[src/include/crc_compute_unit_params.svh]
// Offsets, field positions, reset values and byte counts of the checksum unit
// Included by the checksum unit design file; definitions only
`ifndef CRC_COMPUTE_UNIT_PARAMS_SVH
`define CRC_COMPUTE_UNIT_PARAMS_SVH

// ============================================================
// Register offsets
`define CRC_OFS_DATA 8'h00
`define CRC_OFS_SCRATCH 8'h04
`define CRC_OFS_CTRL 8'h08
`define CRC_OFS_INIT 8'h10
`define CRC_OFS_POLY 8'h14

// ============================================================
// Control register fields
`define CRC_CTRL_SOFT_RST 0
`define CRC_CTRL_WSEL_LSB 3
`define CRC_CTRL_WSEL_MSB 4
`define CRC_CTRL_IREV_LSB 5
`define CRC_CTRL_IREV_MSB 6
`define CRC_CTRL_OREV 7

// ============================================================
// Reset values
`define CRC_DATA_RESET 32'hFFFFFFFF
`define CRC_INIT_RESET 32'hFFFFFFFF
`define CRC_POLY_RESET 32'h04C11DB7
`define CRC_SCRATCH_RESET 8'h00

// ============================================================
// Fold cycles per access, one byte per clock
`define CRC_BYTES_BYTE 3'h1
`define CRC_BYTES_HALF 3'h2
`define CRC_BYTES_WORD 3'h4

`endif

[src/include/crc_pkg.sv]
// Types shared by the checksum unit and its byte folding stage
// Assumes nothing beyond a SystemVerilog compiler
package crc_pkg;

    // ============================================================
    // Field encodings
    typedef enum logic [1:0] {
        WIDTH_32 = 2'b00,
        WIDTH_16 = 2'b01,
        WIDTH_8 = 2'b10,
        WIDTH_7 = 2'b11
    } poly_width_e;

    typedef enum logic [1:0] {
        REV_NONE = 2'b00,
        REV_BYTE = 2'b01,
        REV_HALF = 2'b10,
        REV_WORD = 2'b11
    } in_rev_e;

    typedef enum logic [1:0] {
        ACC_BYTE = 2'b00,
        ACC_HALF = 2'b01,
        ACC_WORD = 2'b10,
        ACC_BAD = 2'b11
    } access_size_e;

    typedef enum logic {
        ENG_IDLE = 1'b0,
        ENG_FOLD = 1'b1
    } engine_e;

    // ============================================================
    // Whole state of the unit
    typedef struct packed {
        logic [31:0] remainder;
        logic [7:0] scratch_value;
        logic soft_reset;
        poly_width_e poly_width_sel;
        in_rev_e input_bit_reverse;
        logic output_bit_reverse;
        logic [31:0] initial_value;
        logic [31:0] poly_coefficients;
        logic [31:0] rdata;
        engine_e engine;
        logic [31:0] shift_data;
        logic [2:0] bytes_left;
        logic pend_valid;
        logic [31:0] pend_data;
        logic [2:0] pend_bytes;
    } crc_state_s;

endpackage

[src/rtl/crc_byte_fold.sv]
// Combinational fold of one byte into the running remainder
// Assumes the remainder sits in the low bits for widths below 32
`timescale 1ns/1ps
module crc_byte_fold
    import crc_pkg::*;
(
    input wire logic [31:0] remainder_i,
    input wire logic [7:0] byte_i,
    input wire logic [31:0] poly_i,
    input wire poly_width_e width_i,
    output logic [31:0] remainder_o
);

    logic [31:0] mask;
    logic [4:0] top;
    logic [31:0] r;
    logic fb;

    // ============================================================
    // Width select
    // width decode
    always_comb
    begin
        unique case (width_i)
            WIDTH_32:
            begin
                mask = 32'hFFFFFFFF;
                top = 5'h1F;
            end
            WIDTH_16:
            begin
                mask = 32'h0000FFFF;
                top = 5'h0F;
            end
            WIDTH_8:
            begin
                mask = 32'h000000FF;
                top = 5'h07;
            end
            WIDTH_7:
            begin
                mask = 32'h0000007F;
                top = 5'h06;
            end
        endcase
    end

    // ============================================================
    // Bit serial division, eight steps
    always_comb
    begin
        r = remainder_i & mask;
        fb = 1'b0;
        for (int b = 7; b >= 0; b--)
        begin
            fb = r[top] ^ byte_i[b];
            r = (r << 1) & mask;
            if (fb)
            begin
                r = r ^ (poly_i & mask);
            end
        end
        remainder_o = r;
    end

endmodule

[src/rtl/crc_compute_unit.sv]
// Memory mapped checksum unit with one-entry input buffer
// Assumes a plain register port: strobes one cycle, read data next cycle
// Function
// - Polynomial register defaults to the 32-bit Ethernet polynomial 0x4C11DB7.
// - Word write folds in four cycles, half-word two, byte one.
// - Each data write folds into the existing remainder, not a new one.
// - Data register takes word, half and byte writes; others words only.
// - Data register reads return the remainder after output reversal.
// - Data register holds all ones after system reset.
// - Control bit 0 reloads the remainder and clears itself.
// - Scratch byte holds any value, untouched by soft reset.
// - Control bits 4:3 pick width 32, 16, 8 or 7.
// - Control bits 6:5 reverse input per byte, half-word or word.
// - Initial value register holds the start value, resets all ones.
// - Polynomial resets to 0x04C11DB7; narrow ones use low bits.
// - A write arriving during folding is buffered if the buffer is empty, else dropped; master never waits.
`timescale 1ns/1ps
`include "crc_compute_unit_params.svh"
module crc_compute_unit
    import crc_pkg::*;
#(
    parameter int ADDR_W = 8
)
(
    input wire logic clk_i,
    input wire logic arst_n_i,
    input wire logic [ADDR_W-1:0] addr_i,
    input wire logic [31:0] wdata_i,
    input wire logic [1:0] size_i,
    input wire logic wr_i,
    input wire logic rd_i,
    output logic [31:0] rdata_o,
    output logic busy_o
);

    // ============================================================
    // Reset state
    // data all ones
    localparam crc_state_s RESET_STATE = '{
        remainder: `CRC_DATA_RESET,
        scratch_value: `CRC_SCRATCH_RESET,
        soft_reset: 1'b0,
        poly_width_sel: WIDTH_32,
        input_bit_reverse: REV_NONE,
        output_bit_reverse: 1'b0,
        initial_value: `CRC_INIT_RESET,
        poly_coefficients: `CRC_POLY_RESET,
        rdata: 32'h00000000,
        engine: ENG_IDLE,
        shift_data: 32'h00000000,
        bytes_left: 3'h0,
        pend_valid: 1'b0,
        pend_data: 32'h00000000,
        pend_bytes: 3'h0
    };

    crc_state_s st;
    crc_state_s next_st;

    logic [31:0] folded;
    logic [7:0] addr_lo;
    logic is_word;
    logic size_ok;
    logic data_wr;
    logic [31:0] packed_in;
    logic [31:0] rev_in;
    logic [2:0] in_bytes;
    logic [31:0] read_value;

    // ============================================================
    // Helpers

    // Reverse bits inside each unit of the chosen size
    function automatic logic [31:0] rev_units(
        input logic [31:0] d,
        input in_rev_e unit
    );
        logic [31:0] o;
        o = d;
        for (int i = 0; i < 32; i++)
        begin
            unique case (unit)
                REV_NONE: o[i] = d[i];
                REV_BYTE: o[i] = d[(i & ~7) | (7 - (i & 7))];
                REV_HALF: o[i] = d[(i & ~15) | (15 - (i & 15))];
                REV_WORD: o[i] = d[31 - i];
            endcase
        end
        return o;
    endfunction

    // Reverse the low bits that hold the remainder
    function automatic logic [31:0] rev_low(
        input logic [31:0] d,
        input poly_width_e w
    );
        logic [31:0] o;
        int n;
        o = d;
        unique case (w)
            WIDTH_32: n = 32;
            WIDTH_16: n = 16;
            WIDTH_8: n = 8;
            WIDTH_7: n = 7;
        endcase
        for (int i = 0; i < 32; i++)
        begin
            if (i < n)
            begin
                o[i] = d[n - 1 - i];
            end
        end
        return o;
    endfunction

    // ============================================================
    // Byte folding stage
    // fold into remainder
    crc_byte_fold u_crc_byte_fold (
        .remainder_i(st.remainder),
        .byte_i(st.shift_data[31:24]),
        .poly_i(st.poly_coefficients),
        .width_i(st.poly_width_sel),
        .remainder_o(folded)
    );

    // ============================================================
    // Access decode
    assign addr_lo = addr_i[7:0];
    assign is_word = (access_size_e'(size_i) == ACC_WORD);
    assign size_ok = (access_size_e'(size_i) != ACC_BAD);
    assign data_wr = wr_i && size_ok && (addr_lo == `CRC_OFS_DATA);

    // Right aligned data moved to the top, reversed first
    // input reversal
    always_comb
    begin
        packed_in = 32'h00000000;
        in_bytes = `CRC_BYTES_WORD;
        rev_in = 32'h00000000;
        unique case (access_size_e'(size_i))
            ACC_BYTE:
            begin
                in_bytes = `CRC_BYTES_BYTE;
                rev_in = rev_units(wdata_i, in_rev_e'(
                    (st.input_bit_reverse == REV_NONE)
                    ? REV_NONE : REV_BYTE));
                packed_in = {rev_in[7:0], 24'h000000};
            end
            ACC_HALF:
            begin
                in_bytes = `CRC_BYTES_HALF;
                rev_in = rev_units(wdata_i, in_rev_e'(
                    (st.input_bit_reverse == REV_WORD)
                    ? REV_HALF : st.input_bit_reverse));
                packed_in = {rev_in[15:0], 16'h0000};
            end
            ACC_WORD:
            begin
                in_bytes = `CRC_BYTES_WORD;
                packed_in = rev_units(wdata_i, st.input_bit_reverse);
            end
            ACC_BAD:
            begin
                in_bytes = `CRC_BYTES_WORD;
                packed_in = 32'h00000000;
            end
        endcase
    end

    assign read_value = st.output_bit_reverse
        ? rev_low(st.remainder, st.poly_width_sel) : st.remainder;

    // ============================================================
    // Next state
    always_comb
    begin
        next_st = st;
        next_st.soft_reset = 1'b0;
        next_st.rdata = 32'h00000000;

        // Register reads, data one cycle later
        if (rd_i)
        begin
            unique case (addr_lo)
                `CRC_OFS_DATA:
                begin
                    if (size_ok)
                    begin
                        next_st.rdata = read_value;
                    end
                end
                `CRC_OFS_SCRATCH:
                begin
                    if (is_word)
                    begin
                        next_st.rdata = {24'h000000, st.scratch_value};
                    end
                end
                `CRC_OFS_CTRL:
                begin
                    if (is_word)
                    begin
                        next_st.rdata = {24'h000000,
                            st.output_bit_reverse,
                            st.input_bit_reverse,
                            st.poly_width_sel,
                            2'b00,
                            st.soft_reset};
                    end
                end
                `CRC_OFS_INIT:
                begin
                    if (is_word)
                    begin
                        next_st.rdata = st.initial_value;
                    end
                end
                `CRC_OFS_POLY:
                begin
                    if (is_word)
                    begin
                        next_st.rdata = st.poly_coefficients;
                    end
                end
                default:
                begin
                    next_st.rdata = 32'h00000000;
                end
            endcase
        end

        // One byte per clock while folding
        // byte per cycle
        unique case (st.engine)
            ENG_IDLE:
            begin
                next_st.engine = ENG_IDLE;
            end
            ENG_FOLD:
            begin
                next_st.remainder = folded;
                next_st.shift_data = {st.shift_data[23:0], 8'h00};
                next_st.bytes_left = st.bytes_left - 3'h1;
                if (st.bytes_left == 3'h1)
                begin
                    if (st.pend_valid)
                    begin
                        next_st.shift_data = st.pend_data;
                        next_st.bytes_left = st.pend_bytes;
                        next_st.pend_valid = 1'b0;
                    end
                    else
                    begin
                        next_st.engine = ENG_IDLE;
                    end
                end
            end
        endcase

        // New data write starts folding, waits in the buffer, or is dropped if the buffer is full
        if (data_wr)
        begin
            if (next_st.engine == ENG_IDLE)
            begin
                next_st.engine = ENG_FOLD;
                next_st.shift_data = packed_in;
                next_st.bytes_left = in_bytes;
            end
            else if (!next_st.pend_valid)
            begin
                next_st.pend_valid = 1'b1;
                next_st.pend_data = packed_in;
                next_st.pend_bytes = in_bytes;
            end
        end

        // Word only registers
        if (wr_i && is_word)
        begin
            unique case (addr_lo)
                `CRC_OFS_SCRATCH:
                begin
                    next_st.scratch_value = wdata_i[7:0];
                end
                `CRC_OFS_CTRL:
                begin
                    next_st.poly_width_sel = poly_width_e'(
                        wdata_i[`CRC_CTRL_WSEL_MSB:`CRC_CTRL_WSEL_LSB]);
                    next_st.input_bit_reverse = in_rev_e'(
                        wdata_i[`CRC_CTRL_IREV_MSB:`CRC_CTRL_IREV_LSB]);
                    next_st.output_bit_reverse = wdata_i[`CRC_CTRL_OREV];
                    if (wdata_i[`CRC_CTRL_SOFT_RST])
                    begin
                        next_st.soft_reset = 1'b1;
                        next_st.remainder = st.initial_value;
                        next_st.engine = ENG_IDLE;
                        next_st.bytes_left = 3'h0;
                        next_st.pend_valid = 1'b0;
                    end
                end
                `CRC_OFS_INIT:
                begin
                    next_st.initial_value = wdata_i;
                end
                `CRC_OFS_POLY:
                begin
                    next_st.poly_coefficients = wdata_i;
                end
                default:
                begin
                    next_st.scratch_value = st.scratch_value;
                end
            endcase
        end
    end

    // ============================================================
    // State register
    always_ff @(posedge clk_i or negedge arst_n_i)
    begin
        if (!arst_n_i)
        begin
            st <= RESET_STATE;
        end
        else
        begin
            st <= next_st;
        end
    end

    // ============================================================
    // Outputs
    assign rdata_o = st.rdata;
    assign busy_o = (st.engine == ENG_FOLD) || st.pend_valid;

endmodule

[config.mk]
export PLATFORM = sky130hd
export DESIGN_NAME = crc_compute_unit
export DESIGN_NICKNAME = d
export VERILOG_FILES = /design/src/include/crc_pkg.sv /design/src/rtl/crc_byte_fold.sv /design/src/rtl/crc_compute_unit.sv
export VERILOG_INCLUDE_DIRS = /design/src /design/src/include
export SDC_FILE = /design/constraint.sdc
export NUM_CORES = 1
export LEC_CHECK = 0
export CAP_MARGIN = 20
export CORE_MARGIN = 2
export CORE_UTILIZATION = 55
export DETAILED_ROUTE_END_ITERATION = 10
export DONT_BUFFER_PORTS = 1
export MAX_ROUTING_LAYER = met4
export PLACE_DENSITY = 0.82
export SYNTH_ARGS = -nofsm -noshare
export SYNTH_HDL_FRONTEND = slang
export SYNTH_HIERARCHICAL = 1
export SYNTH_SLANG_ARGS = --single-unit
[constraint.sdc]
create_clock -name clk_i -period 7.5 [get_ports clk_i]
set_clock_uncertainty 0.05 [all_clocks]
set_input_delay 1.125 -clock clk_i [delete_from_list [all_inputs] [get_ports clk_i]]
set_output_delay 1.125 -clock clk_i [all_outputs]
set_load 0.005 [all_outputs]
==> Word-level counts from Yosys, hierarchy flattened <==
Cells that the tools add are included.
W data, S select, Z words.
{ "classes": {"add_sub_neg": 33, "multipliers": 0, "div_mod_pow": 0, "n_lt_le_gt_ge": 65, "eq_ne": 21, "n_shift": 0, "mux": 247, "n_bitwise": 28, "n_reduce_logical": 16} }
{ "op_table": {"columns": ["op", "n"], "rows": [
  ["$lt A32 B7 Y1 const B", 32],
  ["$mux W32", 18],
  ["$lt A6 B32 Y1 const A", 16],
  ["$sub A32 B6 Y32 const B", 16],
  ["$pmux W32 S4", 3],
  ["$and A32 B32 Y32", 10],
  ["$lt A5 B32 Y1 const A", 8],
  ["$sub A32 B5 Y32 const B", 8],
  ["$xor A32 B32 Y32", 8],
  ["$pmux W1 S4", 56],
  ["$bmux W1 S5", 40],
  ["$pmux W32 S5", 1],
  ["$lt A4 B32 Y1 const A", 4],
  ["$sub A32 B4 Y32 const B", 4],
  ["$mux W1", 110],
  ["$mux W110", 1],
  ["$mux W36", 3],
  ["$mux W72", 1],
  ["$mux W35", 2],
  ["$lt A3 B32 Y1 const A", 2],
  ["$sub A32 B2 Y32 const B", 2],
  ["$sub A32 B3 Y32 const B", 2],
  ["$mux W37", 1],
  ["$lt A1 B32 Y1 const A", 1],
  ["28 further kinds", 61]
]} }
{ "word_totals": {"regBits": 214, "latch_bits": 0, "ram_bits": 0, "mem_bits_ro": 0, "in_bits": 46, "output_inout_bits": 33, "memories": 0} }

==> Longest topological paths before layout <==
{ "logic_depth": {"depth_word": 39, "ltp_mapped": 32, "ltp_nobuf": 27} }

==> Modules after synthesis <==
Netlist, hierarchy kept.
{ "by_module_without_submodules": {"columns": ["module", "instances", "cells_each", "area_each_um2"], "rows": [
  ["crc_compute_unit", 1, 1195, 13287.7],
  ["crc_byte_fold", 1, 997, 6406.1]
]} }

==> Worst setup path after synthesis <==
OpenSTA, ideal clock, no wires.
{ "synth_path": {"path_type": "reg-to-reg", "from": "register st[213] in the netlist's numbering", "to": "register st[191] in the netlist's numbering", "setup_ps": 81, "t_arrival_ps": 7373, "required_ps": 7369, "path_slack_ps": -3, "stages_incl_launch_ff": 28, "period_less_slack_ps": 7503, "cell_sequence": "dfstp_2 -> xor2_1 -> and2_1 -> mux2i_1 -> a211oi_1 -> or4_1 -> a31o_2 -> a21oi_1 -> o22a_2 -> a221oi_2 -> a211o_2 -> a211oi_2 -> nor4_2 -> or3_1 -> o221a_2 -> a221o_1 -> buf_2 -> nor3b_1 -> mux2i_1 -> nand4b_1 -> a32o_1 -> a41o_1 -> or4_4 -> a311oi_4 -> a21boi_1 -> mux2_1 -> mux2i_1 -> a21oi_1"} }
{ "synth_rtl": {"columns": ["element", "line", "source"], "rows": [
  ["from (decl)", "crc_compute_unit.sv:57", "crc_state_s st;"],
  ["from (signal assigned)", "crc_compute_unit.sv:328", "st <= next_st;"]
]} }

==> impl_metrics.env <==
export IMPL_result_of_the_run="finished with violations"
export IMPL_violations="negative setup slack"
export IMPL_slew_headroom=0.246
export IMPL_slew_of_the_pin_with_the_lowest_slew_margin_ns=1.13
export IMPL_finalHoldViolCount=0
export IMPL_fin_setup_tns_ns=-7.22
export IMPL_detailroute_via_count=18562
export IMPL_timing_critical_path_required_ns=7.90
export IMPL_max_cap_violations=0
export IMPL_drive_above_1_share=0.315
export IMPL_portion_of_total_power_attributed_to_the_clock_network=0.270
export IMPL_power_frac_seq=0.312
export IMPL_grt_first_pass_wirelength_um=106000
export IMPL_type_of_the_tightest_min_delay_check="in2async"
export IMPL_internal_power_mw=2.91
export IMPL_cts_htree_levels=1
export IMPL_critical_path_top_cell_by_count="buf_6"
export IMPL_leakagePower_nw=8.82
export IMPL_final_min_clock_period_ns=7.92
export IMPL_yosysUniqueCellTypes=111
export IMPL_swShare=0.384
export IMPL_power_per_cell_area_nw_per_um2=207
export IMPL_critical_path_slowest_cell="or4_4"
export IMPL_timing_critical_path_fanout_max=17
export IMPL_synth_area_per_cell_um2=8.98
export IMPL_synthFlopType="dfrtp_1"
export IMPL_tritoncts="built"
export IMPL_synth_top_area_cell="dfrtp_1"
export IMPL_postSynthNetCount=2248
export IMPL_total_switching_power_mw=1.81
export IMPL_cts_inserted_buffers=24
export IMPL_critPathMaxStageDelay_ns=0.54
export IMPL_route_detailed_vias_per_inst=6.82
export IMPL_flow_area_growth_from_synthesis_pct=15.8
export IMPL_syn_instance_count=2192
export IMPL_largest_net_degree_at_the_start_of_global_routing=215
export IMPL_worstPathArrival_ns=8.32
export IMPL_timing_max_transition_violations_final=0
export IMPL_cts_hold_repair_buffers=0
export IMPL_fmax_mhz=126
export IMPL_grt_total_usage=0.371
export IMPL_timing_final_setup_violations=31
export IMPL_routedWlPerCell_um=25.9
export IMPL_first_global_vias=17892
export IMPL_post_route_period_util=1.06
export IMPL_yosysTopAreaCellShare=0.173
export IMPL_core_rowCount=69
export IMPL_die_w_um=193
export IMPL_combPwrFrac=0.418
export IMPL_postRouteAntennaNets=0
export IMPL_drc=0
export IMPL_global_route_total_overflow=0
export IMPL_count_of_nets_after_finishing=2297
export IMPL_vdd_ir_drop_max_uv=217
export IMPL_finalWeightedCongestion=0.989
export IMPL_first_drt_pass_iteration_count=6
export IMPL_r2r_cells=34
export IMPL_synth_area_leaders="dfrtp_1 17%, dfstp_2 10%, xnor2_1 8.2%"
export IMPL_synth_async_reset_ratio=1.00
export IMPL_die_height_um=193
export IMPL_rsz0062_at_grt="true"
export IMPL_initialDrtViolationCount=2178
export IMPL_numPortBuffers=0
export IMPL_place_inst=2639
export IMPL_clock_tree_buffer_depth=3
export IMPL_synth_seq_area_share=0.277
export IMPL_synth_edf_count=0
export IMPL_tritoncts_num_sinks=214
export IMPL_clock_root_buffer="clkbuf_16"
export IMPL_synth_warning_count=6
export IMPL_placeableCoreArea_um2=35400
export IMPL_path_class="reg2reg"
export IMPL_synth_seq_cells=214
export IMPL_end_kind="flop"
export IMPL_floorplan_io_pins=79
export IMPL_finalCoreUtilization=0.644
export IMPL_hpwlAfterDp_um=47600
export IMPL_placement_setup_worst_slack_ns=-0.651
export IMPL_critPathLaunchType="flop"
export IMPL_design_die_area_um2=37300
export IMPL_clk_pin_slew_ns=0.06
export IMPL_initial_utilization=0.556
export IMPL_clkLatencyLatePin_ns=0.55
export IMPL_syn_cell_area_um2=19700
export IMPL_finalWorstSetupSlack_ns=-0.419
export IMPL_count_of_placed_standard_cells_in_the_final_layout_fillers_left_out=2721
export IMPL_finalWirelength_um=70400
export IMPL_grt_antenna_before_repair=1
## worst paths after layout
kind | slack (ns) | end | from
setup / recovery | -0.42 | st[188]$_DFF_PN1_ | st[70]$_DFF_PN0_
hold / removal | 0.22 | st[38]$_DFF_PN0_ | arst_n_i
setup reg to reg | -0.42 | st[188]$_DFF_PN1_ | st[70]$_DFF_PN0_
hold reg to reg | 0.44 | st[15]$_DFFE_PN0P_ | st[15]$_DFFE_PN0P_
max in group asynchronous | 6.82 | st[164]$_DFFE_PN1P_ | arst_n_i
min in group clk_i | 0.44 | st[15]$_DFFE_PN0P_ | st[15]$_DFFE_PN0P_
## layout make-up
cell class / instances / area, µm²
tap: 461 / 577
inverter: 31 / 116
fill: 2784 / 12600
clock buffer: 36 / 782
multi-input combinational: 1729 / 13800
timing repair buffer: 241 / 1930
antenna: 1 / 2.50
clock inverter: 8 / 90.1
sequential: 214 / 5460
## sequential cells by signal, summed over array words and instances, names as in the netlist
register and count:
rdata_o 32, st 182
## power groups by stage
stage	Sequential, mW	Clock, mW	Combinational, mW
after floorplan	1.36	0	1.09
after global placement	1.46	0	1.61
after detailed placement	1.47	0	1.65
after CTS	1.45	1.28	1.80
after global routing	1.48	1.32	2.07
final	1.47	1.28	1.97
## through the flow
step | total power, mW | hold slack [ns] | area, µm²
floorplan | 2.45 | 0.395 | 19700
global placement | 3.08 | 0.413 | 20600
detailed placement | 3.11 | 0.422 | 20600
CTS | 4.53 | 0.208 | 22300
global route | 4.87 | 0.200 | 22800
finish | 4.72 | 0.216 | 22800
## cells by family after synthesis
group	count (synthesis)	share of synthesized area
AOI/OAI and AO/OA	480	0.176
xor gates and xnor gates	229	0.104
adders and majority gates	10	0.00635
buffers and inverters	250	0.0707
DFF	214	0.277
muxes	267	0.190
and+or+nand+nor	742	0.177
## worst max-delay path, delay by kind of cell, from the launching register on
kind            cells  cell delay, ns
mux                 2            0.41
simple gates        5            1.11
buf+inv             7            1.09
xor+xnor            3            0.59
flops               1            0.48
compound gates     17            4.09
## per-layer routing
metal  vias up  part of all wire  track usage
li1       7923                 -            -
met4         0             0.056        0.185
met2      1330              0.45        0.554
met5         -                 0            -
met3       253              0.12       0.0858
met1      9056              0.37        0.476
## cells in the mapped netlist, types with 10 or more instances
master	instances
a311oi_1	34
buf_2	34
nand3_1	26
a21oi_1	95
buf_6	28
a22o_1	11
mux2i_1	91
o21ai_0	78
buf_4	47
buf_1	13
xor2_1	41
dfrtp_1	136
and3_1	23
nor2_1	151
and2_1	13
mux2_4	38
nand2_1	372
a21o_1	19
dfstp_2	78
o211ai_1	14
mux2_2	65
nand4_1	11
ha_1	10
xnor2_1	184
nor2b_1	35
inv_1	24
o22ai_1	30
nand2b_1	15
nor4_1	13
clkbuf_1	89
a211oi_1	26
a22oi_1	30
mux4_2	62
nor3_1	21
## placed cells by master (no fill, tap or decap), types with 12 or more instances in the layout
| master | instances |
|---|---|
| a21o_1 | 19 |
| mux2i_1 | 83 |
| dfrtp_1 | 131 |
| xnor2_1 | 171 |
| o22ai_1 | 27 |
| o21ai_0 | 72 |
| nor2b_1 | 34 |
| and2_1 | 12 |
| clkbuf_16 | 29 |
| buf_4 | 216 |
| a22oi_1 | 28 |
| inv_1 | 24 |
| dfstp_2 | 78 |
| a311oi_1 | 33 |
| nand2_1 | 369 |
| a21oi_1 | 82 |
| mux2_4 | 39 |
| xor2_1 | 35 |
| buf_6 | 22 |
| nor3_1 | 17 |
| a211oi_1 | 21 |
| nand3_1 | 24 |
| nand2b_1 | 14 |
| mux2_2 | 65 |
| xnor2_2 | 14 |
| mux4_2 | 62 |
| and3_1 | 18 |
| a21oi_2 | 12 |
| o211ai_1 | 14 |
| nor2_1 | 145 |
## repair_timing
action,in CTS,in global routing
gates cloned,2,0
pin swaps,38,24
setup endpoints to repair,32,32
gates resized for setup,130,62
buffers inserted,24,13
(Power assumes the default switching activity.)
